$ cat config.mk
export PLATFORM = sky130hd
export DESIGN_NAME = dkwdt_top
export DESIGN_NICKNAME = d
export VERILOG_FILES = /design/src/core/dkwdt_pkg.sv /design/src/core/dkwdt_top.sv
export SDC_FILE = /design/constraint.sdc
export NUM_CORES = 1
export LEC_CHECK = 0
export BUFFER_PORTS_ARGS = -buffer_cell sky130_fd_sc_hd__buf_2
export CAP_MARGIN = 20
export CORE_ASPECT_RATIO = 1.1
export CORE_MARGIN = 2
export CORE_UTILIZATION = 55
export DETAILED_ROUTE_END_ITERATION = 8
export PLACE_DENSITY = 0.83
export SYNTH_ARGS = -nofsm -noshare
export SYNTH_HDL_FRONTEND = slang
export SYNTH_SLANG_ARGS = --single-unit
$ cat constraint.sdc
create_clock -name core_clk_i -period 7.4 [get_ports core_clk_i]
set_input_delay 0.37 -clock core_clk_i [delete_from_list [all_inputs] [get_ports core_clk_i]]
set_output_delay 0.37 -clock core_clk_i [all_outputs]
set_load 0.005 [all_outputs]
$ cat src/core/dkwdt_pkg.sv
/*
 Constants, register offsets and field layout for the dual keyed watchdog timers.
 Assumes a single 100 MHz bridge clock and an asynchronous active-high bridge reset.
*/
// What this block does
// - Two independent identical timers; reset counts equal 8 s and 16 s.
// - An enabled timer decrements once per prescaler period until reloaded or zero.
// - At zero the timeout output asserts and the count holds until reload or reset.
// - Prescaler period is any power of two from 1 us to 32768 us.
// - Counter units are prescaler periods; expiry time is count times period.
// - Control register starts, stops, stores reload, or reloads from stored value.
// - Status register read returns the instantaneous counter value.
// - Arming needs the first key in the key lane alone; otherwise stays unarmed.
// - The arming write leaves counting, enable and prescaler untouched.
// - Commit needs the key lane with the second key, else nothing changes.
// - Commit with enable lane loads live and stored field; else live from stored.
// - Commit with both reload lanes loads counter and stored reload; else counter from stored.
// - Any second write disarms the control register, whatever lanes it selects.
// - Control reads are allowed anytime and never disturb the arm state.
// - Both timers' control and status registers sit in the control space.
package dkwdt_pkg;
	localparam int          CLK_MHZ      = 100;
	localparam int          BASE_TICK_US = 1;
	localparam int          US_CYCLES    = CLK_MHZ * BASE_TICK_US;
	localparam int          US_PER_S     = 1000000;
	localparam int          TIMER_NUM    = 2;
	localparam int          CNT_W        = 16;
	localparam int          RES_W        = 4;
	localparam int          PRE_W        = 15;
	localparam int          ADDR_W       = 2;
	// Register offsets: bit 1 selects the timer, bit 0 control or status
	localparam logic [1:0]  CTL0_OFS     = 2'h0;
	localparam logic [1:0]  STAT0_OFS    = 2'h1;
	localparam logic [1:0]  CTL1_OFS     = 2'h2;
	localparam logic [1:0]  STAT1_OFS    = 2'h3;
	// Byte lanes, lane 0 holds bits 31:24 (most significant byte)
	localparam int          LANE_KEY     = 0;
	localparam int          LANE_RESEN   = 1;
	localparam int          LANE_RELHI   = 2;
	localparam int          LANE_RELLO   = 3;
	localparam int          KEY_MSB      = 31;
	localparam int          KEY_LSB      = 24;
	localparam int          EN_BIT       = 23;
	localparam int          RES_LSB      = 16;
	localparam int          RELOAD_LSB   = 0;
	// Reset state
	localparam int          WD0_TIME_S   = 8;
	localparam int          WD1_TIME_S   = 16;
	localparam logic [3:0]  RST_RES      = 4'h9;
	localparam logic        RST_EN       = 1'b1;
	localparam logic [15:0] RST_COUNT0   = 16'((WD0_TIME_S * US_PER_S) >> RST_RES);
	localparam logic [15:0] RST_COUNT1   = 16'((WD1_TIME_S * US_PER_S) >> RST_RES);
endpackage

$ cat src/core/dkwdt_top.sv
/*
 Dual keyed watchdog timers with their control and count status registers.
 Assumes register strobes and data come from bridge logic on the same clock.
*/
`timescale 1ns/1ps
`default_nettype none
module dkwdt_top import dkwdt_pkg::*; #(
	parameter logic [7:0] KEY_ARM    = 8'h5A,
	parameter logic [7:0] KEY_COMMIT = 8'hA5
) (
	// Clock and reset
	input  wire logic              core_clk_i,
	input  wire logic              rst_i,
	// Register access
	input  wire logic              reg_wr_i,
	input  wire logic              reg_rd_i,
	input  wire logic [ADDR_W-1:0] reg_addr_i,
	input  wire logic [3:0]        reg_lane_i,
	input  wire logic [31:0]       reg_wdata_i,
	output logic      [31:0]       reg_rdata_o,
	output logic                   reg_rvalid_o,
	// Timeout outputs
	output logic      [1:0]        timeout_o
);

	function automatic logic [PRE_W-1:0] pre_mask(input logic [RES_W-1:0] res);
		pre_mask = PRE_W'((16'h0001 << res) - 16'h0001);
	endfunction

	logic [6:0]       us_cnt_ff;
	logic             us_tick;
	logic [1:0]       armed_ff;
	logic [1:0]       en_ff;
	logic [RES_W-1:0] res_ff      [2];
	logic [1:0]       st_en_ff;
	logic [RES_W-1:0] st_res_ff   [2];
	logic [CNT_W-1:0] reload_ff   [2];
	logic [CNT_W-1:0] count_ff    [2];
	logic [CNT_W-1:0] nxt_count   [2];
	logic [PRE_W-1:0] pre_ff      [2];
	logic [1:0]       timeout_ff;
	logic [1:0]       wr_ctl;
	logic [1:0]       commit;
	logic [1:0]       step;
	logic [31:0]      rdata_ff;
	logic             rvalid_ff;
	logic             arm_ok;
	logic             key_ok;
	logic             lane_rel;

	// Microsecond base tick
	assign us_tick = (us_cnt_ff == 7'(US_CYCLES - 1));
	always_ff @(posedge core_clk_i or posedge rst_i) begin
		if (rst_i) begin
			us_cnt_ff <= 7'h00;
		end else if (us_tick) begin
			us_cnt_ff <= 7'h00;
		end else begin
			us_cnt_ff <= us_cnt_ff + 7'h01;
		end
	end

	// Key and lane decode
	assign arm_ok   = (reg_lane_i == 4'h1) && (reg_wdata_i[KEY_MSB:KEY_LSB] == KEY_ARM);
	assign key_ok   = reg_lane_i[LANE_KEY] && (reg_wdata_i[KEY_MSB:KEY_LSB] == KEY_COMMIT);
	assign lane_rel = reg_lane_i[LANE_RELHI] && reg_lane_i[LANE_RELLO];

	always_comb begin
		for (int i = 0; i < TIMER_NUM; i++) begin
			wr_ctl[i] = reg_wr_i && (reg_addr_i == (i == 0 ? CTL0_OFS : CTL1_OFS));
			commit[i] = wr_ctl[i] && armed_ff[i] && key_ok;
			step[i]   = en_ff[i] && us_tick && (pre_ff[i] == pre_mask(res_ff[i]));
		end
	end

	// Arm state
	always_ff @(posedge core_clk_i or posedge rst_i) begin
		if (rst_i) begin
			armed_ff <= 2'h0;
		end else begin
			for (int i = 0; i < TIMER_NUM; i++) begin
				if (wr_ctl[i]) begin
					armed_ff[i] <= !armed_ff[i] && arm_ok;
				end
			end
		end
	end

	// Stored control fields and live prescaler enable and resolution
	always_ff @(posedge core_clk_i or posedge rst_i) begin
		if (rst_i) begin
			for (int i = 0; i < TIMER_NUM; i++) begin
				en_ff[i]     <= RST_EN;
				res_ff[i]    <= RST_RES;
				st_en_ff[i]  <= RST_EN;
				st_res_ff[i] <= RST_RES;
			end
			reload_ff[0] <= RST_COUNT0;
			reload_ff[1] <= RST_COUNT1;
		end else begin
			for (int i = 0; i < TIMER_NUM; i++) begin
				if (commit[i]) begin
					if (reg_lane_i[LANE_RESEN]) begin
						en_ff[i]     <= reg_wdata_i[EN_BIT];
						res_ff[i]    <= reg_wdata_i[RES_LSB +: RES_W];
						st_en_ff[i]  <= reg_wdata_i[EN_BIT];
						st_res_ff[i] <= reg_wdata_i[RES_LSB +: RES_W];
					end else begin
						en_ff[i]     <= st_en_ff[i];
						res_ff[i]    <= st_res_ff[i];
					end
					if (lane_rel) begin
						reload_ff[i] <= reg_wdata_i[RELOAD_LSB +: CNT_W];
					end
				end
			end
		end
	end

	// Prescalers
	always_ff @(posedge core_clk_i or posedge rst_i) begin
		if (rst_i) begin
			for (int i = 0; i < TIMER_NUM; i++) begin
				pre_ff[i] <= '0;
			end
		end else begin
			for (int i = 0; i < TIMER_NUM; i++) begin
				if (commit[i] || step[i]) begin
					pre_ff[i] <= '0;
				end else if (en_ff[i] && us_tick) begin
					pre_ff[i] <= pre_ff[i] + PRE_W'(1);
				end
			end
		end
	end

	// Down-counters
	always_comb begin
		for (int i = 0; i < TIMER_NUM; i++) begin
			nxt_count[i] = count_ff[i];
			if (commit[i]) begin
				nxt_count[i] = lane_rel ? reg_wdata_i[RELOAD_LSB +: CNT_W] : reload_ff[i];
			end else if (step[i] && (count_ff[i] != '0)) begin
				nxt_count[i] = count_ff[i] - CNT_W'(1);
			end
		end
	end

	always_ff @(posedge core_clk_i or posedge rst_i) begin
		if (rst_i) begin
			count_ff[0] <= RST_COUNT0;
			count_ff[1] <= RST_COUNT1;
			timeout_ff  <= 2'h0;
		end else begin
			for (int i = 0; i < TIMER_NUM; i++) begin
				count_ff[i]   <= nxt_count[i];
				timeout_ff[i] <= (nxt_count[i] == '0);
			end
		end
	end
	assign timeout_o = timeout_ff;

	// Register reads
	always_ff @(posedge core_clk_i or posedge rst_i) begin
		if (rst_i) begin
			rdata_ff  <= 32'h0000_0000;
			rvalid_ff <= 1'b0;
		end else begin
			rvalid_ff <= reg_rd_i;
			if (reg_rd_i) begin
				unique case (reg_addr_i)
					CTL0_OFS:  rdata_ff <= {8'h00, st_en_ff[0], 3'h0, st_res_ff[0], reload_ff[0]};
					CTL1_OFS:  rdata_ff <= {8'h00, st_en_ff[1], 3'h0, st_res_ff[1], reload_ff[1]};
					STAT0_OFS: rdata_ff <= {16'h0000, count_ff[0]};
					STAT1_OFS: rdata_ff <= {16'h0000, count_ff[1]};
				endcase
			end
		end
	end
	assign reg_rdata_o  = rdata_ff;
	assign reg_rvalid_o = rvalid_ff;
endmodule
`default_nettype wire

==> flow_summary.yaml <==
setup_path:
  crit_path_end_kind: "flop"
  critPathArrivalTime_ns: 5.61
  worstPathRequired_ns: 7.72
  critPathKind: "reg -> reg"
  start_kind: "flop"
  crit_fanout: 24
sta:
  finClkSkew_ns: 0.00711
  rsz0062_at_grt: "no"
  finalMaxSlewViolations: 0
  post-route-min-period_ns: 5.29
  hold_violations: 4
  fin_crit_sh: 0.715
  worst_pin_slew_ns: 0.921
  setup_viol: 0
  fmax_mhz: 189
  setup_ws_ns: 2.11
  fin_tns_setup_ns: 0
  hold_slack_ns: -0.00821
  slew_headroom: 0.380
power:
  pwr-share-comb: 0.054
  irDropWorstVdd_uv: 164
  p_switching_mw: 0.393
  swShare: 0.228
  p_per_area_nw_per_um2: 176
  p_int_mw: 1.33
  seqPwrFrac: 0.446
  p_clk_frac: 0.500
  leakage_nw: 4.22
layout:
  final_cell_mix: "dfrtp_1, nor2_1, nand2_1"
  nets: 995
  final.fill_count: 1229
  synthToLayoutAreaGrowth_pct: 10.9
  final_util: 0.623
  drive_gt1_frac: 0.257
  final_common_cell: "dfrtp_1"
  n_antenna_cell: 0
cts:
  cts_tree: "yes"
  root_buffer: "clkbuf_16"
  cts_hold_repair.buffers: 0
  clockBufferDepth: 2
  cts.sinks: 137
  cts-resized-gates: 0
  cts_setup_buffers: 0
  numCtsBuffers: 17
  htreeDepth: 4
  worstSkewPairLatency_ns: 0.43
  clk_pin_slew_ns: 0.06
outcome:
  outcome: "finished with violations"
  violations: "negative hold slack"
route:
  drtIter0Drc: 864
  via_per_inst: 6.41
  drt_wl_total_um: 22200
  drc_errors: 0
  drt-pass1-iter-count: 5
  via_count: 7417
  wl_per_cell_um: 19.2
  drtAntennaViolNets: 0
yosys:
  synth.distinct_cells: 93
  synth.largest_area_cell: "dfrtp_1"
  synth-edff-count: 0
  synthesis.area_um2: 8840
  synth_ff_type: "dfrtp_1"
  ys_top_cells_by_area: "dfrtp_1, dfstp_2, mux2_2, mux4_2, nor2_1"
  async_flop_share: 1.00
  yosys.area.top_type_share: 0.292
  yosysSeqAreaShare: 0.393
  synthCells: 907
  syn_area_per_cell_um2: 9.74
  yosys_warnings: 0
  ys_ff_latch: 137
grt:
  met1_usage: 0.347
  grt_first_pass_wirelength_um: 35900
  grt_pass1_vias: 7049
  antenna_found_initial: 0
  grt_util_met3: 0.0598
  grt_use_total: 0.264
  grt_max_degree: 81
  gr-max-usage-layer: "met2"
  grt_util_met2: 0.426
  grt_overflow: 0
flow_run:
  cap_violations: 0
floorplanning:
  dieArea_um2: 17100
  core_area_um2: 15700
  start_util: 0.562
  rows: 48
  die_w_um: 125
  die_h_um: 137
  ios: 77
placement:
  port_buffers: 62
  gp_congestion: 0.875
  dp_hpwl_um: 15200
  pre_cts_slack_ns: 2.20
min_path:
  min_path_type: "in -> async"
final timing paths:
check | from | endpoint | slack, ns | cells past startpoint
worst min-delay path | rst_i | reg_rdata_o[18] | -0.008 | 2
worst max register to register | st_res_ff[6] | timeout_o[0] | 2.11 | 11
worst max-delay path | st_res_ff[6] | timeout_o[0] | 2.11 | 11
max in group asynchronous | rst_i | count_ff[13] | 6.15 | 4
min in group core_clk_i | reg_wdata_i[19] | st_res_ff[3] | 0.19 | 2
worst min register to register | armed_ff[0] | armed_ff[0] | 0.50 | 1
power groups by stage:
| stage | registers, mW | logic, mW | clock network (mW) |
|---|---|---|---|
| 2_1_floorplan | 0.779 | 0.0565 | 0 |
| 3_3_place_gp | 0.780 | 0.0891 | 0 |
| 3_5_place_dp | 0.780 | 0.0906 | 0 |
| 4_1_cts | 0.768 | 0.0911 | 0.871 |
| 5_1_grt | 0.769 | 0.102 | 0.902 |
| 6_report | 0.768 | 0.0932 | 0.861 |
synth_stat cells (6+ instances only):
master / number
dfrtp_1: 103
nor2_1: 87
nand2_1: 67
mux2_2: 56
a21oi_1: 43
dfstp_2: 34
nand3_1: 32
inv_1: 31
clkbuf_1: 30
and3_1: 27
xor2_1: 23
o21ai_0: 21
xnor2_1: 21
nand4_1: 19
nor3_1: 19
mux2i_1: 16
mux4_2: 16
or3_1: 15
buf_4: 14
a31oi_1: 12
o21a_1: 12
buf_2: 10
o22ai_1: 10
or4_1: 10
ha_1: 9
nand2b_1: 9
a211oi_1: 8
nor4b_1: 7
nor3b_1: 6
nor4_1: 6
routing by layer:
metal / vias up / wire length (um)
li1: 3416 / -
met1: 3640 / 9420
met2: 309 / 10600
met3: 52 / 1550
met4: 0 / 602
met5: - / 0
worst max-delay path: stages, from the launching register on:
cell	delay (ns)
dfrtp_1	0.66
or4_4	0.66
ha_1	0.45
or4_4	0.61
and2_4	0.15
o221ai_2	0.19
o2111ai_2	0.27
nor4_4	0.76
mux2_2	0.42
a21oi_1	0.16
or4bb_1	0.51
nor4_1	0.32
cells by family after synthesis:
| kind of cell | count (synthesis) | synth area share |
|---|---|---|
| AND/OR/NAND/NOR | 366 | 0.239 |
| AO/OA/AOI/OAI | 168 | 0.130 |
| flip-flops | 137 | 0.393 |
| buffers and inverters | 94 | 0.0511 |
| multiplexers | 88 | 0.130 |
| XOR/XNOR | 44 | 0.0436 |
| adder cells (fa/ha/maj) | 9 | 0.0127 |
| other | 1 | 0.000424 |
area by class of cell:
| type | instances | area (um2) | area share |
|---|---|---|---|
| Multi-Input combinational cell | 686 | 4960 | 0.506 |
| Sequential cell | 137 | 3470 | 0.354 |
| Inverter | 31 | 121 | 0.0124 |
| Clock inverter | 10 | 115 | 0.0117 |
| Timing Repair Buffer | 71 | 402 | 0.0410 |
| Clock buffer | 22 | 484 | 0.0494 |
| Tap cell | 200 | 250 | 0.0255 |
stage by stage:
stage | power, mW | hold slack, ns | std cells | cell area (um2)
global route | 1.77 | 0.0376 | 1157 | 9800
detailed placement | 0.871 | 0.467 | 1122 | 9160
finish | 1.72 | -0.00821 | 1157 | 9800
CTS | 1.73 | 0.00830 | 1154 | 9760
floorplan | 0.836 | 0.401 | 917 | 8880
global placement | 0.869 | 0.458 | 1122 | 9160
state kept, by name, indices dropped and copies added (netlist names):
signal        cells
armed_ff          2
count_ff         32
en_ff             1
pre_ff           30
reg_rdata_o      21
reg_rvalid_o      1
reload_ff        32
st_en_ff          1
st_res_ff         8
timeout_o         2
us_cnt_ff         7
Note: power is estimated with default switching activity, not from simulation.
